<file path="config.mk">
export PLATFORM = sky130hd
export DESIGN_NAME = pfg_gpio
export DESIGN_NICKNAME = d
export VERILOG_FILES = /design/src/verilog/pfg_pkg.sv /design/src/verilog/pfg_gpio.sv
export VERILOG_INCLUDE_DIRS = /design/src /design/src/verilog
export SDC_FILE = /design/constraint.sdc
export NUM_CORES = 1
export LEC_CHECK = 0
export ABC_CLOCK_PERIOD_IN_PS = 3100
export BUFFER_PORTS_ARGS = -buffer_cell sky130_fd_sc_hd__buf_2
export CAP_MARGIN = 5
export CELL_PAD_IN_SITES_DETAIL_PLACEMENT = 0
export CELL_PAD_IN_SITES_GLOBAL_PLACEMENT = 2
export CORE_MARGIN = 2
export CORE_UTILIZATION = 43
export CTS_CLUSTER_SIZE = 14
export DETAILED_ROUTE_END_ITERATION = 10
export PLACE_DENSITY = 0.83
export SYNTH_ARGS = -nofsm -noshare
export SYNTH_HDL_FRONTEND = slang
export SYNTH_SLANG_ARGS = --single-unit
export TNS_END_PERCENT = 30
</file>
<file path="constraint.sdc">
create_clock -name sys_clk_in -period 3.1 [get_ports sys_clk_in]
set_input_delay 0.775 -clock sys_clk_in [delete_from_list [all_inputs] [get_ports sys_clk_in]]
set_output_delay 0.775 -clock sys_clk_in [all_outputs]
set_load 0.03 [all_outputs]
</file>
<file path="src/verilog/pfg_params.svh">
`ifndef PFG_PARAMS_SVH
`define PFG_PARAMS_SVH

`define PFG_NPINS 16
`define PFG_AW 4

// Register offsets on the plain port
`define PFG_OFS_DIR 4'h0
`define PFG_OFS_VSET 4'h1
`define PFG_OFS_VCLR 4'h2
`define PFG_OFS_IESET 4'h3
`define PFG_OFS_IECLR 4'h4
`define PFG_OFS_POL 4'h5
`define PFG_OFS_SENSE 4'h6
`define PFG_OFS_EDGE 4'h7
`define PFG_OFS_STS 4'h8
`define PFG_OFS_MSK 4'h9

// Pins always usable as flags whatever the bus width
`define PFG_LOW_PINS 16'h00ff

// Reset values
`define PFG_RST_DIR 16'h0000
`define PFG_RST_OUTV 16'h0000
`define PFG_RST_IEN 16'h0000
`define PFG_RST_POL 16'h0000
`define PFG_RST_SENSE 16'h0000
`define PFG_RST_EDGE 16'h0000
`define PFG_RST_STS 16'h0000
`define PFG_RST_MSK 16'h0000
`define PFG_RST_OE_N 16'hffff

`endif

</file>
<file path="src/verilog/pfg_pkg.sv">
`include "pfg_params.svh"

package pfg_pkg;

  typedef logic [`PFG_NPINS-1:0] pfg_word_t;

  typedef struct packed {
    logic [`PFG_AW-1:0] addr;
    pfg_word_t wdata;
    logic wr;
    logic rd;
  } pfg_bus_req_t;

  typedef struct packed {
    pfg_word_t dir;
    pfg_word_t outv;
    pfg_word_t ien;
    pfg_word_t pol;
    pfg_word_t sense;
    pfg_word_t edge_sel;
    pfg_word_t sts;
    pfg_word_t msk;
    pfg_word_t sync1;
    pfg_word_t sync2;
    pfg_word_t prev;
    pfg_word_t flags;
    pfg_word_t rdata;
    pfg_word_t pin_o;
    pfg_word_t pin_oe_n;
    logic wide1;
    logic wide2;
  } pfg_state_t;

endpackage : pfg_pkg
</file>
<file path="src/verilog/pfg_gpio.sv">
// The register addresses and the strobed register port are this design's own decisions.
`timescale 1ns/10ps
`include "pfg_params.svh"

module pfg_gpio
  import pfg_pkg::*;
(
  input wire logic sys_clk_in,
  input wire logic rst_n_in,
  input wire pfg_bus_req_t bus_req_in,
  output logic [`PFG_NPINS-1:0] rd_data_out,
  input wire logic [`PFG_NPINS-1:0] pin_in,
  output logic [`PFG_NPINS-1:0] pin_out,
  output logic [`PFG_NPINS-1:0] pin_oe_n_out,
  input wire logic bus_wide_in,
  input wire logic [7:0] upper_data_lines_in,
  input wire logic upper_data_lines_oe_n_in,
  output logic [7:0] upper_data_lines_out,
  output logic [`PFG_NPINS-1:0] flag_status_out,
  output logic irq_out,
  output logic soft_irq_out
);

  localparam pfg_state_t ST_RST = '{
    dir: `PFG_RST_DIR,
    outv: `PFG_RST_OUTV,
    ien: `PFG_RST_IEN,
    pol: `PFG_RST_POL,
    sense: `PFG_RST_SENSE,
    edge_sel: `PFG_RST_EDGE,
    sts: `PFG_RST_STS,
    msk: `PFG_RST_MSK,
    pin_oe_n: `PFG_RST_OE_N,
    default: '0
  };

  pfg_state_t st_q;
  pfg_state_t st_d;
  pfg_word_t src;
  pfg_word_t act;
  pfg_word_t evt;
  pfg_word_t gpio_pins;

  ////////////////////////////////////////////////////////////////////////
  // Event detection

  // Upper pins leave flag duty on a wide bus
  assign gpio_pins = st_q.wide2 ? `PFG_LOW_PINS : '1;

  // Outputs feed their own value back, so software can raise an irq
  assign src = (st_q.dir & st_q.outv) | (~st_q.dir & st_q.sync2);
  assign act = src ^ st_q.pol;

  generate
    for (genvar i = 0; i < `PFG_NPINS; i++)
    begin : g_pin
      logic rise;
      logic fall;
      assign rise = act[i] & ~st_q.prev[i];
      assign fall = ~act[i] & st_q.prev[i];
      // Level pins re-set status while held active
      assign evt[i] = gpio_pins[i] & st_q.ien[i] &
        (st_q.sense[i] ? (rise | (st_q.edge_sel[i] & fall))
                       : act[i]);
    end
  endgenerate

  ////////////////////////////////////////////////////////////////////////
  // Next state

  always_comb
  begin
    pfg_word_t rmux;
    rmux = '0;
    st_d = st_q;
    // Two stages before anything looks at pins or strap
    st_d.sync1 = pin_in;
    st_d.sync2 = st_q.sync1;
    st_d.wide1 = bus_wide_in;
    st_d.wide2 = st_q.wide1;
    st_d.prev = act;
    st_d.flags = src;
    // New events win over a clear in the same cycle
    st_d.sts = st_q.sts | evt;
    st_d.rdata = '0;
    if (bus_req_in.wr)
    begin
      unique case (bus_req_in.addr)
        `PFG_OFS_DIR: st_d.dir = bus_req_in.wdata;
        `PFG_OFS_VSET: st_d.outv = st_q.outv | bus_req_in.wdata;
        `PFG_OFS_VCLR: st_d.outv = st_q.outv & ~bus_req_in.wdata;
        `PFG_OFS_IESET: st_d.ien = st_q.ien | bus_req_in.wdata;
        `PFG_OFS_IECLR: st_d.ien = st_q.ien & ~bus_req_in.wdata;
        `PFG_OFS_POL: st_d.pol = bus_req_in.wdata;
        `PFG_OFS_SENSE: st_d.sense = bus_req_in.wdata;
        `PFG_OFS_EDGE: st_d.edge_sel = bus_req_in.wdata;
        `PFG_OFS_STS: st_d.sts = (st_q.sts & ~bus_req_in.wdata) | evt;
        `PFG_OFS_MSK: st_d.msk = bus_req_in.wdata;
        default: ;
      endcase
    end
    if (bus_req_in.rd)
    begin
      unique case (bus_req_in.addr)
        `PFG_OFS_DIR: rmux = st_q.dir;
        `PFG_OFS_VSET: rmux = st_q.flags;
        `PFG_OFS_VCLR: rmux = st_q.flags;
        `PFG_OFS_IESET: rmux = st_q.ien;
        `PFG_OFS_IECLR: rmux = st_q.ien;
        `PFG_OFS_POL: rmux = st_q.pol;
        `PFG_OFS_SENSE: rmux = st_q.sense;
        `PFG_OFS_EDGE: rmux = st_q.edge_sel;
        `PFG_OFS_STS: rmux = st_q.sts;
        `PFG_OFS_MSK: rmux = st_q.msk;
        default: rmux = '0;
      endcase
      st_d.rdata = rmux;
    end
    // Pin drivers; upper byte handed to the external data bus when wide
    st_d.pin_o = st_q.outv;
    st_d.pin_oe_n = ~st_q.dir;
    if (st_q.wide2)
    begin
      st_d.pin_o[15:8] = upper_data_lines_in;
      st_d.pin_oe_n[15:8] = {8{upper_data_lines_oe_n_in}};
    end
  end

  always_ff @(posedge sys_clk_in or negedge rst_n_in)
  begin
    if (!rst_n_in)
      st_q <= ST_RST;
    else
      st_q <= st_d;
  end

  ////////////////////////////////////////////////////////////////////////
  // Outputs

  assign rd_data_out = st_q.rdata;
  assign pin_out = st_q.pin_o;
  assign pin_oe_n_out = st_q.pin_oe_n;
  assign upper_data_lines_out = st_q.sync2[15:8];
  assign flag_status_out = st_q.flags;
  // Input-pin sources go to the hardware line, output pins to software
  assign irq_out = |(st_q.sts & st_q.msk & ~st_q.dir);
  assign soft_irq_out = |(st_q.sts & st_q.msk & st_q.dir);
endmodule : pfg_gpio

</file>
==> implementation parameters <==
Parameter                              Value

Clock network
  Number of CTS-inserted buffers    27
  Clock transition at the register clock pins on the worst setup and hold paths after CTS    roughly 0.06 ns
  TritonCTS clock tree    built
  Buffer levels on the longest clock path    3
  Clock insertion delay at the later pin of the skew report    roughly 0.53 ns
  H-tree depth reported by CTS    1
  Buffer type at the clock tree root    sky130_fd_sc_hd__clkbuf_16
  Post-CTS setup buffers    0
  Sink count of the clock tree    242

Yosys
  Post-synthesis cell type count    43
  Part of the Yosys area used for sequential elements    57.69%
  Count of flip-flops with a built-in enable after synthesis    0
  Synth top area share    53.69%
  FF+latch count, synth    approximately 240
  Largest area contributor in the netlist    sky130_fd_sc_hd__dfrtp_1
  Synth Net Count    913
  Most frequently used flop master after synthesis    sky130_fd_sc_hd__dfrtp_1
  Gate count of the mapped netlist    863
  Async S/R FF share, synth    100.0%
  Syn Area/Cell    12.20 µm²
  Cell area after synthesis    0.01053 mm²
  Top post-synthesis cells by area    sky130_fd_sc_hd__dfrtp_1 54%, sky130_fd_sc_hd__mux2_2 11%, sky130_fd_sc_hd__buf_4 5.3%
  Ys Warns    0

Placement
  Instance area at placement    0.01111 mm²
  Buffers added on ports    123
  Half-perimeter wire length of the detailed placement result    18.81 mm
  Routability Congestion    between 0.8 and 0.9

STA
  Setup violation total in the final timing report    0
  RSZ-0062 raised after global routing    no
  Achievable Freq    326.9 MHz
  Total Negative Setup Slacks    0 ns
  Slew at the pin with the worst max-slew slack    just over 1 ns
  Worst setup skew after layout    about 0.011 ns
  Hold slack    a little under 0.2 ns
  Hold Vio Cnt, Final    0
  Number of pins exceeding their max-slew limit in the final report    0
  Final critical-path share of the clock period    between 90% and 100%
  Tightest slew margin relative to the limit    31.91%
  Post-layout min period    3.059 ns

Floorplan
  Area of the placeable core    0.02418 mm²
  Vertical extent of the die    160.5 µm
  Width of the chip    about 160 µm
  Total number of placement rows    between 50 and 60
  IO Pins    roughly 120
  Die Footprint    approximately 0.026 mm²
  Effective utilization at floorplan    between 40% and 50%

GRT
  Gr usage total    between 20% and 30%
  Via count of the first global-routing pass    ~7000
  Antenna violations before repair    1
  First-pass GRT wire length    between 40 and 50 mm
  Remaining global-route overflow    0
  Largest net degree at the start of global routing    71

Setup path
  CP Buf/Inv Count    1
  Ordered cell list for the critical path    and3_1 -> a31oi_4 -> o221ai_1 -> or4_4 -> buf_4
  Instance count on the critical path    5
  Arrival time at the worst endpoint    2.28 ns
  Cell depth of the worst flop-to-flop path    4
  Crit-path max cell delay    0.59 ns
  Req. time, crit path    2.32 ns
  Critical Path Start Type    flip-flop
  Max FO, Critical Path    6
  Kind of end point of the critical path    output port
  Standard cell with the maximum stage delay on the critical path    sky130_fd_sc_hd__or4_4
  Critical path type    flip-flop to output port
  Kind of cell adding the most delay to the critical path    simple AND/OR/NAND/NOR gates

Final layout
  Synthesis-to-finish area growth    13.87%
  Layout cell share with drive strength beyond 1    a little over a third
  Layout Cell Area excl Fill    0.01199 mm²
  Nets@finish    973
  Number of inserted filler cells in the final layout    2169

Drt
  Detailed-route vias per instance    5.536
  Via total after detailed routing    about 7000
  DRC Markers    0
  Number of routed nets with antenna violations    0
  Average wire per standard cell    roughly 22 µm
  First-iteration detailed-routing DRC count    568
  Number of optimization iterations in the first detailed-route pass    5
  Post-Route WL    ~28 mm

Run status
  Run status    completed

Power and ir drop
  Total design power    9.452 mW
  PwrDens    788.1 mW/mm²
  Worst vdd rail ir drop    around 370 µV
  Leak    between 5 and 6 nW

Job
  Max cap viols    0

Hold path
  Worst Hold Class    primary input to asynchronous set/reset pin
[worst reg2reg max path: cells and delay by family, from the launching register on]
kind / cells / cell delay, ns
AOI/OAI and AO/OA: 1 / 0.09
DFF: 1 / 0.48
muxes: 2 / 0.63
xor gates and xnor gates: 1 / 0.26
[cell usage in the layout (no fill, tap or decap), types with 5 or more instances in the layout]
master,netlist,layout
sky130_fd_sc_hd__buf_4,75,36
sky130_fd_sc_hd__clkbuf_1,34,10
sky130_fd_sc_hd__nand2_1,73,73
sky130_fd_sc_hd__dfrtp_1,226,225
sky130_fd_sc_hd__xor2_1,16,16
sky130_fd_sc_hd__dfstp_2,16,16
sky130_fd_sc_hd__buf_2,19,121
sky130_fd_sc_hd__nand3_1,21,21
sky130_fd_sc_hd__mux2_2,104,104
sky130_fd_sc_hd__clkbuf_16,0,27
sky130_fd_sc_hd__mux2i_1,40,40
sky130_fd_sc_hd__nand2b_1,8,8
sky130_fd_sc_hd__a21oi_1,15,15
sky130_fd_sc_hd__a221oi_1,16,16
sky130_fd_sc_hd__o22ai_1,21,21
sky130_fd_sc_hd__o21ai_0,32,32
sky130_fd_sc_hd__and3_1,11,11
sky130_fd_sc_hd__a22o_1,15,15
sky130_fd_sc_hd__nor2_1,8,8
sky130_fd_sc_hd__a31oi_1,67,66
sky130_fd_sc_hd__clkinv_2,0,5
sky130_fd_sc_hd__o311ai_0,8,8
sky130_fd_sc_hd__inv_1,9,9
[layout make-up]
cell class,instances,area (µm²),area share (%)
clock buffer,41,768.2,6.405
timing repair buffer,162,970.9,8.095
inverter,9,33.78,0.2817
multi-input combinational,481,3643,30.38
sequential,242,6077,50.67
tap,324,405.4,3.380
clock inverter,8,92.59,0.7720
antenna,1,2.502,0.02086
[Yosys cell counts, types with 2 or more instances]
cell type                   count
sky130_fd_sc_hd__buf_2         19
sky130_fd_sc_hd__buf_4         75
sky130_fd_sc_hd__o22ai_1       21
sky130_fd_sc_hd__nor2b_1        2
sky130_fd_sc_hd__or3_1          2
sky130_fd_sc_hd__mux2_2       104
sky130_fd_sc_hd__a31oi_1       67
sky130_fd_sc_hd__a22o_1        15
sky130_fd_sc_hd__and3_1        11
sky130_fd_sc_hd__inv_1          9
sky130_fd_sc_hd__nand2_1       73
sky130_fd_sc_hd__dfrtp_1      226
sky130_fd_sc_hd__nand2b_1       8
sky130_fd_sc_hd__a221oi_1      16
sky130_fd_sc_hd__o311ai_0       8
sky130_fd_sc_hd__o2111ai_1      3
sky130_fd_sc_hd__xor2_1        16
sky130_fd_sc_hd__a311oi_1       2
sky130_fd_sc_hd__and2_1         2
sky130_fd_sc_hd__nand3_1       21
sky130_fd_sc_hd__nor2_1         8
sky130_fd_sc_hd__o21ai_0       32
sky130_fd_sc_hd__mux2i_1       40
sky130_fd_sc_hd__clkbuf_1      34
sky130_fd_sc_hd__buf_1          2
sky130_fd_sc_hd__dfstp_2       16
sky130_fd_sc_hd__a21oi_1       15
[cell families after synthesis]
family	Yosys count	share of synthesized area, %
DFF	242	57.69
AOI/OAI and AO/OA	181	11.27
muxes	144	14.92
buffers and inverters	140	7.959
and+or+nand+nor	139	6.748
xor gates and xnor gates	17	1.414
[where the power goes]
group / internal, mW / switching [mW]
clock: 1.86 / 1.25
combinational: 0.812 / 1.12
sequential: 3.86 / 0.542
total: 6.53 / 2.92
[metrics by stage]
stage	std cells	utilization, %	setup WS (ns)
after floorplan	863	-	0.8320
after global routing	1268	49.61	0.002507
after CTS	1267	49.58	0.02931
after global placement	1218	45.95	0.4762
final	1268	49.61	0.04134
after detailed placement	1218	45.95	0.4467
[repair_timing]
action | in CTS | in global routing
endpoints found under the setup margin | 1 | 1
resized for setup | 3 | 3
hold buffers | 0 | 0
[per-layer routing]
metal / track usage [%] / wire, µm
met5: 0 / 0
met4: 5.610 / 580
met3: 3.900 / 1763
met2: 34.80 / 13290
met1: 32.01 / 12640
[final timing paths]
path,startpoint,to,slack [ns]
setup / recovery,st_q[240],soft_irq_out,0.04
hold reg to reg,st_d[95],upper_data_lines_out[5],0.35
setup reg to reg,st_q[235],st_q[139],1.50
min in group sys_clk_in,st_d[95],upper_data_lines_out[5],0.35
hold / removal,rst_n_in,st_d[90],0.19
max in group asynchronous,rst_n_in,pin_oe_n_out[0],2.12
Power figures use the tool's default switching activity.
